$ cat src/design/pxe_pkg.sv
`default_nettype none
package pxe_pkg;

	// Slave address groups, upper three address bits
	localparam logic [2:0] PXE_GRP_HIGH  = 3'h5;
	localparam logic [2:0] PXE_GRP_LOW   = 3'h6;

	// Interrupt mask after power-up, bits 5..2 map to the input ports
	localparam logic [7:0] PXE_MASK_RST  = 8'h3c;

	// Register offsets of the local bus
	localparam logic [3:0] PXE_REG_STATUS = 4'h0;
	localparam logic [3:0] PXE_REG_IRQEN  = 4'h4;
	localparam logic [3:0] PXE_REG_PORTS  = 4'h8;
	localparam logic [3:0] PXE_REG_CTRL   = 4'hc;

	// Status bit positions
	localparam int PXE_ST_ADDR  = 0;
	localparam int PXE_ST_WRITE = 1;
	localparam int PXE_ST_TRANS = 2;

	// Reset values
	localparam logic [2:0]  PXE_STATUS_RST = 3'h0;
	localparam logic [2:0]  PXE_IRQEN_RST  = 3'h0;
	localparam logic        PXE_CTRL_RST   = 1'b1;
	localparam logic [10:0] PXE_SYNC_RST   = 11'h700;

	// Bits per byte, and cycles before transition detection is armed
	localparam logic [3:0] PXE_BYTE_BITS = 4'h8;
	localparam logic [1:0] PXE_PRIME_END = 2'h3;

	// Clock and bus rate
	localparam int PXE_CLK_HZ      = 20000000;
	localparam int PXE_SCL_MAX_HZ  = 400000;
	localparam int PXE_SCL_MIN_CYC = (PXE_CLK_HZ + PXE_SCL_MAX_HZ - 1) / PXE_SCL_MAX_HZ;

	typedef enum logic [2:0] {
		PXE_IDLE     = 3'b000,
		PXE_ADDR     = 3'b001,
		PXE_ADDR_ACK = 3'b010,
		PXE_WR_DATA  = 3'b011,
		PXE_WR_ACK   = 3'b100,
		PXE_RD_DATA  = 3'b101,
		PXE_RD_ACK   = 3'b110,
		PXE_IGNORE   = 3'b111
	} pxe_state_e;

endpackage
`default_nettype wire

$ cat src/design/pxe_sync.sv
`timescale 1ns/1ps
`default_nettype none
module pxe_sync
	import pxe_pkg::*;
#(
	parameter int         W       = 12,
	parameter logic [W-1:0] RST_VAL = '0
) (
	// Clock and reset
	input  wire logic         ref_clk,
	input  wire logic         rst,
	// Pins in, synchronised levels out
	input  wire logic [W-1:0] d,
	output logic      [W-1:0] q
);

	typedef struct packed {
		logic [W-1:0] meta;
		logic [W-1:0] stable;
	} pxe_sync_s;

	pxe_sync_s r;
	pxe_sync_s next_r;

	always_comb begin
		next_r        = r;
		next_r.meta   = d;
		next_r.stable = r.meta;
	end

	always_ff @(posedge ref_clk or posedge rst) begin
		if (rst) begin
			r <= {RST_VAL, RST_VAL};
		end else begin
			r <= next_r;
		end
	end

	assign q = r.stable;

endmodule
`default_nettype wire

$ cat src/design/pxe_expander.sv
// The placing of the registers and the strobed register port are this design's own decisions.
`timescale 1ns/1ps
`default_nettype none
module pxe_expander
	import pxe_pkg::*;
#(
	parameter logic [11:0] DEFAULT_OUT = 12'h000
) (
	// Clock and reset
	input  wire logic        ref_clk,
	input  wire logic        rst,
	// Serial bus pins
	input  wire logic        scl,
	input  wire logic        sda_in,
	output logic             sda_out,
	output logic             sda_oe_n,
	input  wire logic        serial_rst_n,
	// Address straps
	input  wire logic [1:0]  addr_sel_a,
	input  wire logic [1:0]  addr_sel_b,
	// Ports
	input  wire logic [3:0]  input_ports,
	output logic      [7:0]  upper_outputs,
	output logic             low_output_zero,
	output logic             low_output_one,
	output logic             low_output_six,
	output logic             low_output_seven,
	output logic             int_n,
	// Register bus
	input  wire logic [3:0]  reg_addr,
	input  wire logic [31:0] reg_wdata,
	input  wire logic        reg_wr,
	input  wire logic        reg_rd,
	output logic      [31:0] reg_rdata,
	output logic             irq
);

	typedef struct packed {
		pxe_state_e  state;
		logic [3:0]  cnt;
		logic [7:0]  shift;
		logic [7:0]  tx;
		logic        grp_low;
		logic        byte_idx;
		logic        nack;
		logic        sda_low;
		logic        scl_prev;
		logic        sda_prev;
		logic [7:0]  upper;
		logic [3:0]  lowo;
		logic [3:0]  imask;
		logic [3:0]  in_prev;
		logic [1:0]  prime;
		logic [3:0]  flags;
		logic        int_n;
		logic [2:0]  status;
		logic [2:0]  irq_en;
		logic        slave_en;
		logic [31:0] rdata;
	} pxe_state_s;

	pxe_state_s q;
	pxe_state_s n;

	logic [10:0] sync_q;
	logic        scl_s;
	logic        sda_s;
	logic        srst_s;
	logic [3:0]  in_s;
	logic [3:0]  addr_lo;
	logic        scl_rise;
	logic        scl_fall;
	logic        start_c;
	logic        stop_c;
	logic        addr_match;
	logic        addr_hit;
	logic [3:0]  chg;
	logic [7:0]  port_lvl;
	logic [2:0]  st_set;
	logic [2:0]  st_clr;

	////////////////////////////////////////////////////////////////////////
	// Pin synchronisers

	pxe_sync #(
		.W       (11),
		.RST_VAL (PXE_SYNC_RST)
	) pxe_sync_inst (
		.ref_clk (ref_clk),
		.rst     (rst),
		.d       ({scl, sda_in, serial_rst_n, input_ports, addr_sel_b, addr_sel_a}),
		.q       (sync_q)
	);

	assign scl_s   = sync_q[10];
	assign sda_s   = sync_q[9];
	assign srst_s  = sync_q[8];
	assign in_s    = sync_q[7:4];
	assign addr_lo = sync_q[3:0];

	////////////////////////////////////////////////////////////////////////
	// Bus conditions

	// Edges of SCL sampled well inside the fastest bus period
	assign scl_rise = scl_s && !q.scl_prev;
	assign scl_fall = !scl_s && q.scl_prev;
	assign start_c  = q.scl_prev && scl_s && q.sda_prev && !sda_s;
	assign stop_c   = q.scl_prev && scl_s && !q.sda_prev && sda_s;

	// Two address groups sharing the strap bits
	assign addr_match = q.slave_en && (q.shift[4:1] == addr_lo) &&
		((q.shift[7:5] == PXE_GRP_HIGH) || (q.shift[7:5] == PXE_GRP_LOW));
	assign addr_hit   = (q.state == PXE_ADDR) && scl_fall && (q.cnt == PXE_BYTE_BITS) &&
		addr_match && srst_s;

	// Levels at the pins of the low group
	assign port_lvl = {q.lowo[3:2], in_s, q.lowo[1:0]};

	////////////////////////////////////////////////////////////////////////
	// Next state

	always_comb begin
		n          = q;
		n.scl_prev = scl_s;
		n.sda_prev = sda_s;
		st_set     = 3'h0;
		st_clr     = 3'h0;
		chg        = 4'h0;

		case (q.state)
			PXE_IDLE: begin
				n.sda_low = 1'b0;
			end
			PXE_ADDR: begin
				if (scl_rise) begin
					n.shift = {q.shift[6:0], sda_s};
					n.cnt   = q.cnt + 4'h1;
				end else if (scl_fall && (q.cnt == PXE_BYTE_BITS)) begin
					if (addr_match) begin
						n.state    = PXE_ADDR_ACK;
						n.sda_low  = 1'b1;
						n.grp_low  = (q.shift[7:5] == PXE_GRP_LOW);
						n.byte_idx = 1'b0;
						st_set[PXE_ST_ADDR] = 1'b1;
					end else begin
						n.state = PXE_IGNORE;
					end
				end
			end
			PXE_ADDR_ACK: begin
				if (scl_fall) begin
					n.cnt = 4'h0;
					if (q.shift[0]) begin
						n.tx      = q.grp_low ? port_lvl : q.upper;
						n.sda_low = q.grp_low ? !port_lvl[7] : !q.upper[7];
						n.state   = PXE_RD_DATA;
					end else begin
						n.sda_low = 1'b0;
						n.state   = PXE_WR_DATA;
					end
				end
			end
			PXE_WR_DATA: begin
				if (scl_rise) begin
					n.shift = {q.shift[6:0], sda_s};
					n.cnt   = q.cnt + 4'h1;
				end else if (scl_fall && (q.cnt == PXE_BYTE_BITS) && srst_s) begin
					if (!q.grp_low) begin
						n.upper = q.shift;
					end else if (!q.byte_idx) begin
						n.lowo = {q.shift[7:6], q.shift[1:0]};
					end else begin
						n.imask = q.shift[5:2];
					end
					n.byte_idx = 1'b1;
					n.sda_low  = 1'b1;
					n.state    = PXE_WR_ACK;
					st_set[PXE_ST_WRITE] = 1'b1;
				end
			end
			PXE_WR_ACK: begin
				if (scl_fall) begin
					n.sda_low = 1'b0;
					n.cnt     = 4'h0;
					n.state   = PXE_WR_DATA;
				end
			end
			PXE_RD_DATA: begin
				if (scl_rise) begin
					n.cnt = q.cnt + 4'h1;
				end else if (scl_fall) begin
					if (q.cnt == PXE_BYTE_BITS) begin
						n.sda_low = 1'b0;
						n.state   = PXE_RD_ACK;
					end else begin
						n.tx      = {q.tx[6:0], 1'b0};
						n.sda_low = !q.tx[6];
					end
				end
			end
			PXE_RD_ACK: begin
				if (scl_rise) begin
					n.nack = sda_s;
				end else if (scl_fall) begin
					n.cnt = 4'h0;
					if (q.nack) begin
						n.state = PXE_IGNORE;
					end else begin
						n.tx      = q.grp_low ? port_lvl : q.upper;
						n.sda_low = q.grp_low ? !port_lvl[7] : !q.upper[7];
						n.state   = PXE_RD_DATA;
					end
				end
			end
			PXE_IGNORE: begin
				n.sda_low = 1'b0;
			end
			default: begin
				n.state   = PXE_IDLE;
				n.sda_low = 1'b0;
			end
		endcase

		// Start and stop override the bit sequence
		if (start_c) begin
			n.state   = PXE_ADDR;
			n.cnt     = 4'h0;
			n.sda_low = 1'b0;
		end else if (stop_c) begin
			n.state   = PXE_IDLE;
			n.sda_low = 1'b0;
		end

		// Serial reset clears only the serial engine
		if (!srst_s) begin
			n.state   = PXE_IDLE;
			n.cnt     = 4'h0;
			n.sda_low = 1'b0;
		end

		// Transition detection, armed once synchronisers settle
		n.in_prev = in_s;
		if (q.prime != PXE_PRIME_END) begin
			n.prime = q.prime + 2'h1;
		end else begin
			chg = in_s ^ q.in_prev;
		end
		n.flags = (addr_hit ? 4'h0 : q.flags) | chg;
		n.int_n = !(|(n.flags & n.imask));
		st_set[PXE_ST_TRANS] = |chg;

		// Register bus
		n.rdata = 32'h0;
		if (reg_wr) begin
			case (reg_addr)
				PXE_REG_STATUS: st_clr     = reg_wdata[2:0];
				PXE_REG_IRQEN:  n.irq_en   = reg_wdata[2:0];
				PXE_REG_CTRL:   n.slave_en = reg_wdata[0];
				default: begin
				end
			endcase
		end
		if (reg_rd) begin
			case (reg_addr)
				PXE_REG_STATUS: n.rdata = {29'h0, q.status};
				PXE_REG_IRQEN:  n.rdata = {29'h0, q.irq_en};
				PXE_REG_PORTS:  n.rdata = {8'h0, q.flags, q.imask, q.upper, port_lvl};
				PXE_REG_CTRL:   n.rdata = {31'h0, q.slave_en};
				default:        n.rdata = 32'h0;
			endcase
		end
		n.status = (q.status & ~st_clr) | st_set;
	end

	always_ff @(posedge ref_clk or posedge rst) begin
		if (rst) begin
			q          <= '0;
			q.state    <= PXE_IDLE;
			q.scl_prev <= 1'b1;
			q.sda_prev <= 1'b1;
			q.upper    <= DEFAULT_OUT[11:4];
			q.lowo     <= DEFAULT_OUT[3:0];
			q.imask    <= PXE_MASK_RST[5:2];
			q.int_n    <= 1'b1;
			q.status   <= PXE_STATUS_RST;
			q.irq_en   <= PXE_IRQEN_RST;
			q.slave_en <= PXE_CTRL_RST;
		end else begin
			q <= n;
		end
	end

	////////////////////////////////////////////////////////////////////////
	// Outputs

	assign sda_out          = 1'b0;
	assign sda_oe_n         = !q.sda_low;
	assign upper_outputs    = q.upper;
	assign low_output_zero  = q.lowo[0];
	assign low_output_one   = q.lowo[1];
	assign low_output_six   = q.lowo[2];
	assign low_output_seven = q.lowo[3];
	assign int_n            = q.int_n;
	assign reg_rdata        = q.rdata;
	assign irq              = |(q.status & q.irq_en);
endmodule
`default_nettype wire

$ cat config.mk
export PLATFORM = sky130hd
export DESIGN_NAME = pxe_expander
export DESIGN_NICKNAME = d
export VERILOG_FILES = /design/src/design/pxe_pkg.sv /design/src/design/pxe_sync.sv /design/src/design/pxe_expander.sv
export SDC_FILE = /design/constraint.sdc
export NUM_CORES = 1
export LEC_CHECK = 0
export ABC_AREA = 1
export BUFFER_PORTS_ARGS = -buffer_cell sky130_fd_sc_hd__buf_2
export CORE_ASPECT_RATIO = 1.1
export CORE_MARGIN = 4
export CORE_UTILIZATION = 59
export CTS_BUF_LIST = sky130_fd_sc_hd__clkbuf_16
export DETAILED_ROUTE_END_ITERATION = 7
export PLACE_DENSITY = 0.85
export SLEW_MARGIN = 20
export SYNTH_ARGS = -nofsm -noshare
export SYNTH_HDL_FRONTEND = slang
export SYNTH_HIERARCHICAL = 1
export SYNTH_SLANG_ARGS = --single-unit
$ cat constraint.sdc
create_clock -name ref_clk -period 4.4 [get_ports ref_clk]
set_input_delay 0.66 -clock ref_clk [delete_from_list [all_inputs] [get_ports ref_clk]]
set_output_delay 0.66 -clock ref_clk [all_outputs]
set_load 0.1 [all_outputs]
==> flow_summary.ini, run 1 <==
[global_routing]
grt_use_total_pct = 23.0
via_count_of_the_first_global_routing_pass = 3644
wire_length_of_the_first_global_routing_pass_mm = 17.4
grt_antenna_before_repair = 0
grt_remaining_overflow = 0
pin_count_of_the_biggest_net_entering_global_routing = 61

[synthesis]
netlist.top_cell.by_area = dfrtp_1
synth_edf_count = 0
netlist_area_sq_um = 4880
netlist.area_leader.share_pct = 48.2
synthArstFlopShare_pct = 100
yosys_warnings = 6
post_synth_inst_count = 567
netlist-cell-type-count = 32
post-synth-top-count-cell = nand2_1
synth.cells.most_frequent = nand2_1 (135), dfrtp_1 (94), inv_1 (77)
yosys-top-cells-area = dfrtp_1 (48%), nand2_1 (10%), dfstp_2 (7.5%)
synth_sequential_area_ratio_pct = 55.7
synth_ff_type = dfrtp_1
postSynthRegisterBits = 108
synth_area_per_cell_sq_um = 8.61

[power_and_ir_drop]
switching_share_of_power_pct = 34.1
static-leakage-power_nw = 2.76
switchingPower_w = 0.000838
combinationalPowerShare_pct = 22.3
clkPwrFrac_pct = 30.1
power_report.internal_total_w = 0.00162
power_frac_seq_pct = 47.6
p_per_area_nw_per_um2 = 465
ir_worst_vdd_v = 0.000302

[die]
initial_core_util_pct = 61.0
floorplan.die_area_sq_um = 9790
floorplan.rows = 34
floorplan.io_pins = 99
fp.dieH_um = 103
core_area_sq_um = 8000
die_w_um = 94.7

[critical_path]
endpoint_kind = register
r2r_slack_ps = 2150
path_buf_inv = 0
timing.critical_path.fanout_max = 14
path_cells = nor2_1, nand2_1, nand2_1, o211ai_1, nor2_2, nor2_1, a31oi_1
critPathLaunchType = register
crit_path_max_incr_delay_ps = 510
cp_data_required_time_ps = 4660
critical-path-top-delay-family = simple AND/OR/NAND/NOR gates
arrival_time_at_the_worst_endpoint_ps = 2510
cp_slowest_cell = nor2_2
worst-setup-path-type = reg -> reg

[placed_design]
numPortBuffers = 60
finalWeightedCongestion = 0.870
placed_cells = 694
hpwlAfterDp_mm = 7.58
place_worst_setup_slack_ps = 2280

[route]
drc = 0
postRouteWirelength_mm = 10.2
routed_via_density = 5.20
dr_total_vias = 3686
wl_per_cell_um = 14.4
route.antenna.remaining_nets = 0
drt_first_pass_iters = 5
initialDrtViolationCount = 242

[sta]
timing.final.max_slew_violations = 0
worst_clock_skew_on_the_final_layout_ps = 12.4
fin_setup_tns_ps = 0
unrepaired_setup_endpoints_after_global_routing = false
max_slew_margin_pct = 46.5
setup_viol_count_final = 0
finalWorstSetupSlack_ps = 2150
report.final.hold_viol_count = 0
worstMarginPinSlew_ps = 802
shortest_clock_period_the_worst_path_allows_after_layout_ps = 2250
fin_crit_sh_pct = 51.2
max_freq_mhz = 444
fin_worst_hold_slack_ps = 355

[clock_tree]
tritoncts_buffer_count = 9
number_of_resized_instances_in_the_post_cts_repair_step = 0
cts.sinks = 108
clkLatencyLatePin_ps = 350
postCtsSetupBuffers = 0
cts-root-buf = clkbuf_16
clock_tree.htree_level_count = 3
ctsLongestPathBuffers = 2
tritoncts = done
cts.clk_slew.worst_paths_ps = 70
post_cts_hold_buffer_count = 0

[finish]
fin_util_pct = 66.1
final_nets = 651
share_of_final_layout_standard_cells_stronger_than_drive_strength_1_pct = 17.1
antennaDiodeCount = 0
area_delta_synth_final_pct = 8.23
finalNonFillerCells = 709

[run]
max-cap-violations = 0

[run_status]
status = finished clean

[worst_hold_path]
worstHoldPathType = reg -> reg
==> worst paths after layout <==
check | from | endpoint | cells after the start
max in group asynchronous | rst | q[52] | 3
worst min register to register | pxe_sync_inst/next_r[8] | pxe_sync_inst/q[8] | 0
worst max register to register | q[93] | q[78] | 7
worst min-delay path | pxe_sync_inst/next_r[8] | pxe_sync_inst/q[8] | 0
worst max-delay path | q[93] | q[78] | 7
min in group asynchronous | rst | reg_rdata[12] | 2
==> cell families after synthesis <==
logic type,Yosys count,synth area share [%]
AND/OR/NAND/NOR,251,21.6
buffers and inverters,129,13.2
flip-flops,108,55.7
AO/OA/AOI/OAI,73,8.28
adder cells (fa/ha/maj),3,0.769
XOR/XNOR,2,0.359
other,1,0.0768
==> through the flow <==
step | cell area [sq um] | power [W]
finish | 5280 | 0.00246
global route | 5280 | 0.00259
CTS | 5280 | 0.00247
detailed placement | 5010 | 0.00172
global placement | 5010 | 0.00170
floorplan | 4910 | 0.00160
==> layer usage <==
metal	vias up	GRT usage, %	part of all wire [%]
met4	0	8.21	1.5
met3	12	3.11	5.5
li1	1791	-	-
met1	1755	30.0	42
met5	-	0	0
met2	128	39.9	51
==> worst register-to-register path, stage by stage (launching register included) <==
cell,delay (ps)
dfrtp_1,470
nor2_1,210
nand2_1,340
nand2_1,190
o211ai_1,120
nor2_2,510
nor2_1,140
a31oi_1,200
==> flip-flops by register name (all words and copies together), names as in the netlist, 8 cells and up <==
| signal | count |
|---|---|
| pxe_sync_inst/next_r | 11 |
| upper_outputs | 8 |
| reg_rdata | 24 |
| pxe_sync_inst/q | 11 |
| q | 49 |
==> cell usage in the layout, fill, tap and decap left out, types with 4 or more instances in the layout <==
cell	netlist	layout
o21ai_1	14	14
a31oi_1	5	5
nor2_2	4	4
o21ai_0	34	34
clkbuf_16	0	9
buf_2	4	60
a21oi_1	7	7
o211ai_1	7	7
conb_1	1	9
nand3_1	20	20
nand2_1	135	135
nor3_1	4	4
inv_1	77	76
nor2_1	68	68
dfrtp_1	94	94
nand4_1	12	12
dfstp_2	14	14
==> power groups by stage <==
stage / Clock (W) / Sequential [W] / Combinational [W]
finish: 0.000739 / 0.00117 / 0.000548
global route: 0.000795 / 0.00118 / 0.000618
CTS: 0.000754 / 0.00117 / 0.000547
detailed placement: 0 / 0.00118 / 0.000539
global placement: 0 / 0.00118 / 0.000521
floorplan: 0 / 0.00115 / 0.000446
==> final cells by class <==
| cell class | count | area (sq um) |
|---|---|---|
| sequential | 108 | 2720 |
| fill | 669 | 2720 |
| multi-input combinational | 338 | 1550 |
| timing repair buffer | 61 | 308 |
| inverter | 79 | 299 |
| clock buffer | 9 | 225 |
| tap | 108 | 135 |
| clock inverter | 6 | 47.5 |
No activity file was read; power rests on OpenSTA's default activity.
==> run 2: changes to the inputs <==
--- a/config.mk
+++ b/config.mk
@@ -5,14 +5,14 @@
 export SDC_FILE = /design/constraint.sdc
 export NUM_CORES = 1
 export LEC_CHECK = 0
-export ABC_AREA = 1
+export ABC_AREA = 0
 export BUFFER_PORTS_ARGS = -buffer_cell sky130_fd_sc_hd__buf_2
 export CORE_ASPECT_RATIO = 1.1
 export CORE_MARGIN = 4
-export CORE_UTILIZATION = 59
+export CORE_UTILIZATION = 49
 export CTS_BUF_LIST = sky130_fd_sc_hd__clkbuf_16
 export DETAILED_ROUTE_END_ITERATION = 7
-export PLACE_DENSITY = 0.85
+export PLACE_DENSITY = 0.75
 export SLEW_MARGIN = 20
 export SYNTH_ARGS = -nofsm -noshare
 export SYNTH_HDL_FRONTEND = slang
==> constraint.sdc (replaced) <==
create_clock -name ref_clk -period 1.9 [get_ports ref_clk]
set_input_delay 0.285 -clock ref_clk [delete_from_list [all_inputs] [get_ports ref_clk]]
set_output_delay 0.285 -clock ref_clk [all_outputs]
set_load 0.1 [all_outputs]
==> run 2 against run 1 <==
Effect of this change: the run now ends with setup timing left; sequential share of layout area down 5.0 points; routed wire length down 3.1%; sequential power up 130%; clock power rose to 2.9 times the previous value; die area grew 18%; via count is 12% lower; global-route usage down 5.8 points; synthesized area fell by 0.23%; critical path depth is 1 higher; hold slack worse by 330 ps; critical endpoint is now int_n.
==> flow_summary.ini, run 2 <==
[power_and_ir_drop]
p_per_area_nw_per_um2 = 1140
ir_worst_vdd_v = 0.000476
static-leakage-power_nw = 2.87

[placed_design]
place_worst_setup_slack_ps = -88.0
numPortBuffers = 60
placed_cells = 584
hpwlAfterDp_mm = 6.82
finalWeightedCongestion = 0.891
dpl-instance-area_sq_um = 5350

[finish]
layout_commonest_cell = dfrtp_1
largest_reg_flops = 49
final_nets = 537
final_area_sq_um = 5850
area_delta_synth_final_pct = 20.2
leading_cell_types_in_the_layout_fill_and_taps_excluded = dfrtp_1 (94), buf_2 (60), buf_4 (43)
antennaDiodeCount = 0
finalNonFillerCells = 605
max_flop_register = q
share_of_final_layout_standard_cells_stronger_than_drive_strength_1_pct = 41.8

[critical_path]
crit_path_max_incr_delay_ps = 390
timing.critical_path.fanout_max = 5
cp_slowest_cell = dfrtp_1
critical_path.startpoint = q[89]
worst-setup-path-type = reg -> reg
cp_data_required_time_ps = 2170
critPathLaunchType = register
crit_path_end = int_n
r2r_slack_ps = -80
path_cells = inv_2, ha_4, nand3b_4, nor3_4, nand4_4, mux2_4, a32o_1, a211oi_2
timing.rr.start = q[89]
endpoint_kind = register
r2r.worst_path.cells = 8
worstReg2RegEnd = int_n
arrival_time_at_the_worst_endpoint_ps = 2250

[synthesis]
postSynthRegisterBits = 108
netlist.top_cell.by_area = dfrtp_1
synth_ff_type = dfrtp_1
post-synth-top-count-cell = dfrtp_1
synth_edf_count = 0
synth.cells.most_frequent = dfrtp_1 (94), buf_4 (41), mux2_2 (34)
netlist_area_sq_um = 4870
yosys-top-cells-area = dfrtp_1 (48%), mux2_2 (7.9%), dfstp_2 (7.6%)
synth_area_per_cell_sq_um = 11.9
netlist-cell-type-count = 57
netlist.area_leader.share_pct = 48.3
synth_sequential_area_ratio_pct = 55.9
synthArstFlopShare_pct = 100
yosys_warnings = 6
post_synth_inst_count = 410

[sta]
shortest_clock_period_the_worst_path_allows_after_layout_ps = 1980
worstMarginPinSlew_ps = 531
max_freq_mhz = 505
unrepaired_setup_endpoints_after_global_routing = true
setup_viol_count_final = 1
max_slew_margin_pct = 64.6
finalWorstSetupSlack_ps = -80.9
timing.final.max_slew_violations = 0
fin_crit_sh_pct = 104
report.final.hold_viol_count = 0
worst_clock_skew_on_the_final_layout_ps = 9.41
fin_worst_hold_slack_ps = 28.6

[route]
postRouteWirelength_mm = 9.92
routed_via_density = 5.37
drt_first_pass_iters = 5
wl_per_cell_um = 16.4
drc = 0
route.antenna.remaining_nets = 0
dr_total_vias = 3246
initialDrtViolationCount = 242

[run_status]
failing_checks = setup timing
status = complete, but fails checks

[die]
die_w_um = 103
floorplan.die_area_sq_um = 11600
floorplan.io_pins = 99
floorplan.rows = 37
initial_core_util_pct = 51.1
core_area_sq_um = 9540
fp.dieH_um = 113

[clock_tree]
tritoncts = done
ctsLongestPathBuffers = 2
cts-root-buf = clkbuf_16
clock_tree.htree_level_count = 3
tritoncts_buffer_count = 9
cts.sinks = 108
cts.clk_slew.worst_paths_ps = 70
clkLatencyLatePin_ps = 350

[run]
max-cap-violations = 0

[global_routing]
grt_remaining_overflow = 0
pin_count_of_the_biggest_net_entering_global_routing = 87
grt_use_total_pct = 17.3
grt_antenna_before_repair = 0
wire_length_of_the_first_global_routing_pass_mm = 15.8
via_count_of_the_first_global_routing_pass = 3185

[worst_hold_path]
worstHoldPathType = in -> reg
## run 2: changes by cell type after synthesis, sizes merged, moves of 16 or more
cell,delta
nand2,-105
inv,-70
nor2,-55
mux2,+35
and2,+27
o21ai,-22
nand3,-16
## run 2: kinds of logic (layout without fill, tap and decap cells)
group	count (synthesis)	after routing	synth area share, %
AO/OA/AOI/OAI	69	69	9.56
XOR/XNOR	11	11	1.98
AND/OR/NAND/NOR	112	112	13.5
adder cells (fa/ha/maj)	3	3	0.771
flip-flops	108	108	55.9
buffers and inverters	62	132	7.99
other	1	9	0.0770
multiplexers	44	44	10.3
## run 2: area by class of cell
class,count,area (sq um)
fillers,721,3680
flip-flops and latches,108,2720
multi-input cells,248,1910
repair buffers,107,693
clock buffers,9,225
well taps,117,146
clock inverters,7,123
inverters,9,37.5
## run 2: worst min path at each step
stage | cells after the start | to | from | slack [ps]
floorplan | 1 | pxe_sync_inst/next_r[0] | rst | 270
global placement | 2 | pxe_sync_inst/next_r[5] | rst | 250
detailed placement | 2 | pxe_sync_inst/q[5] | rst | 250
CTS | 1 | pxe_sync_inst/next_r[9] | sda_in | 20
global route | 1 | pxe_sync_inst/next_r[8] | serial_rst_n | 20
finish | 1 | pxe_sync_inst/next_r[10] | scl | 30
## run 2: what timing repair did
item | in CTS | in global routing
setup buffers | 2 | 2
pin swaps | 4 | 3
resized for setup | 6 | 23
hold buffers | 1 | 0
setup endpoints to repair | 16 | 31
hold endpoints to repair | 6 | 0
## run 2: routing by layer
layer  global-route usage (%)  routed length, um  vias to the layer above
li1                         -                  -                     1525
met1                     22.4               4200                     1592
met2                     28.4               4980                      117
met3                     2.98                594                       12
met4                     6.91                144                        0
met5                        0                  0                        -
## run 2: metrics by stage
step	setup TNS (ps)	total power, W	utilization [%]
final	-80.9	0.00669	61.4
after global placement	-82.1	0.00433	56.1
after CTS	-87.1	0.00656	60.3
after floorplan	-20.9	0.00382	-
after global routing	-404	0.00699	61.4
after detailed placement	-199	0.00437	56.1
## run 2: worst max-delay path, delay by kind of cell, from the launching register on
kind	cells	cell delay (ps)
buffers and inverters	1	70
and+or+nand+nor	3	500
DFF	1	390
AOI/OAI and AO/OA	2	440
muxes	1	350
adders and majority gates	1	140
## run 2: report_power, final
part           leakage, nW  internal [W]  switching [W]
Clock                0.168       0.00130       0.000850
Sequential            1.36       0.00254       0.000199
Combinational         1.34      0.000778        0.00103
Total                 2.87       0.00461        0.00208
==> run 3: changes to the inputs <==
--- a/config.mk
+++ b/config.mk
@@ -5,7 +5,7 @@
 export SDC_FILE = /design/constraint.sdc
 export NUM_CORES = 1
 export LEC_CHECK = 0
-export ABC_AREA = 0
+export ABC_AREA = 1
 export BUFFER_PORTS_ARGS = -buffer_cell sky130_fd_sc_hd__buf_2
 export CORE_ASPECT_RATIO = 1.1
 export CORE_MARGIN = 4
==> run 3 against run 2 <==
Effect of this change: largest power group unchanged; the run now ends clean; sequential share of layout area up 2.1 points; power down 11%; first-iteration DRC count down 7.0%; sequential power down 2%.
==> flow_summary.ini, run 3 (synthesized netlist as in run 1, its figures left out) <==
[run_status]
status = finished clean

[global_routing]
wire_length_of_the_first_global_routing_pass_mm = 16.4
pin_count_of_the_biggest_net_entering_global_routing = 31
grt_use_total_pct = 17.8
via_count_of_the_first_global_routing_pass = 3569
grt_remaining_overflow = 0
grt_antenna_before_repair = 0

[route]
drc = 0
route.antenna.remaining_nets = 0
initialDrtViolationCount = 225
wl_per_cell_um = 13.4
dr_total_vias = 3701
postRouteWirelength_mm = 9.96
routed_via_density = 4.99
drt_first_pass_iters = 4

[clock_tree]
clock_tree.htree_level_count = 3
cts.clk_slew.worst_paths_ps = 70
cts-root-buf = clkbuf_16
ctsLongestPathBuffers = 2
clkLatencyLatePin_ps = 350
tritoncts_buffer_count = 9
cts.sinks = 108
tritoncts = done

[finish]
layout_commonest_cell = nand2_1
finalNonFillerCells = 742
leading_cell_types_in_the_layout_fill_and_taps_excluded = nand2_1 (129), dfrtp_1 (94), inv_1 (75)
antennaDiodeCount = 0
share_of_final_layout_standard_cells_stronger_than_drive_strength_1_pct = 21.4
largest_reg_flops = 49
layout.filler_cells = 820
final_nets = 674
seq_area_sq_um = 2720
multi_input_area_sq_um = 1610
fin_util_pct = 58.7
area_delta_synth_final_pct = 14.8
max_flop_register = q

[critical_path]
critical-path-top-delay-family = simple AND/OR/NAND/NOR gates
arrival_time_at_the_worst_endpoint_ps = 2130
path_buf_inv = 2
critPathLaunchType = register
crit_path_max_incr_delay_ps = 410
cp_slowest_cell = dfrtp_1
path_cells = inv_2, ha_4, nand2_4, nor2_4, nand2_4, nor3_4, buf_6, nand4_1, nand2_2, nand2_1, nand2_1, nor2_1
cp_data_required_time_ps = 2180
timing.critical_path.fanout_max = 6
endpoint_kind = register
worst-setup-path-type = reg -> reg

[power_and_ir_drop]
p_per_area_nw_per_um2 = 1070
static-leakage-power_nw = 2.92
ir_worst_vdd_v = 0.000481
fin_total_pwr_w = 0.00598

[placed_design]
hpwlAfterDp_mm = 7.54
placed_cells = 723
numPortBuffers = 60
finalWeightedCongestion = 0.855

[worst_hold_path]
worstHoldPathType = in -> reg

[sta]
max_freq_mhz = 542
shortest_clock_period_the_worst_path_allows_after_layout_ps = 1840
fin_crit_sh_pct = 97.0
worstMarginPinSlew_ps = 742
report.final.hold_viol_count = 0
setup_viol_count_final = 0
fin_worst_hold_slack_ps = 35.1
max_slew_margin_pct = 50.5
worst_clock_skew_on_the_final_layout_ps = 6.49
timing.final.max_slew_violations = 0
unrepaired_setup_endpoints_after_global_routing = true

[die]
core_area_sq_um = 9540
initial_core_util_pct = 51.2
fp.dieH_um = 113
die_w_um = 103
floorplan.rows = 37
floorplan.die_area_sq_um = 11600
floorplan.io_pins = 99

[run]
max-cap-violations = 0
-- run 3: cell types whose count changed in the layout (fill, tap and decap cells not counted), sizes merged, moves of 6 or more --
cell / previous run / this run
and2: 28 / 1
mux2: 35 / 0
buf: 106 / 83
nor2: 17 / 72
xor2: 7 / 0
nand4: 4 / 12
nand3: 6 / 22
inv: 9 / 81
o211ai: 1 / 7
mux2i: 8 / 0
nand2: 32 / 137
o21ai: 26 / 48
-- run 3: area by class of cell --
cell class / count / area share [%]
Tap cell: 117 / 2.61
Clock buffer: 9 / 4.02
Inverter: 79 / 5.36
Clock inverter: 7 / 1.34
Sequential cell: 108 / 48.6
Timing Repair Buffer: 84 / 9.36
Multi-Input combinational cell: 338 / 28.7
-- run 3: final timing paths --
check / startpoint / depth (start not counted) / slack, ps / endpoint
min in group asynchronous: rst / 3 / 500 / q[44]
worst min-delay path: sda_in / 1 / 40 / pxe_sync_inst/next_r[9]
max in group asynchronous: rst / 3 / 790 / pxe_sync_inst/next_r[0]
worst max-delay path: q[89] / 12 / 60 / int_n
worst max register to register: q[89] / 12 / 60 / int_n
worst min register to register: pxe_sync_inst/next_r[4] / 0 / 350 / pxe_sync_inst/q[4]
-- run 3: power breakdown --
group,internal [W],switching (W),total [W]
logic,0.000447,0.000977,0.00142
clock network,0.00103,0.000830,0.00186
registers,0.00252,0.000173,0.00269
total,0.00400,0.00198,0.00598
-- run 3: metal layers --
metal / vias to the layer above / track usage [%] / share of wire (%)
met5: - / 0 / 0
met4: 0 / 4.49 / 1.3
met3: 12 / 3.36 / 5.5
met2: 101 / 29.5 / 49
met1: 1744 / 24.0 / 44
li1: 1844 / - / -
-- run 3: through the flow --
step                      setup slack, ps  TNS [ps]  instance area, sq um
after floorplan                       143         0                  4910
after global placement               39.6         0                  5210
after detailed placement             24.7         0                  5210
after CTS                            12.5         0                  5530
after global routing                -75.6     -82.9                  5600
final                                56.5         0                  5600
-- run 3: timing repair --
action                                  CTS  global route
hold endpoints to repair                 10             0
gates resized for setup                   2            16
endpoints found under the setup margin    2            13
pin swaps                                 1             8
buffers inserted                          0             2
hold buffers                              1             0
gates cloned                              0             0
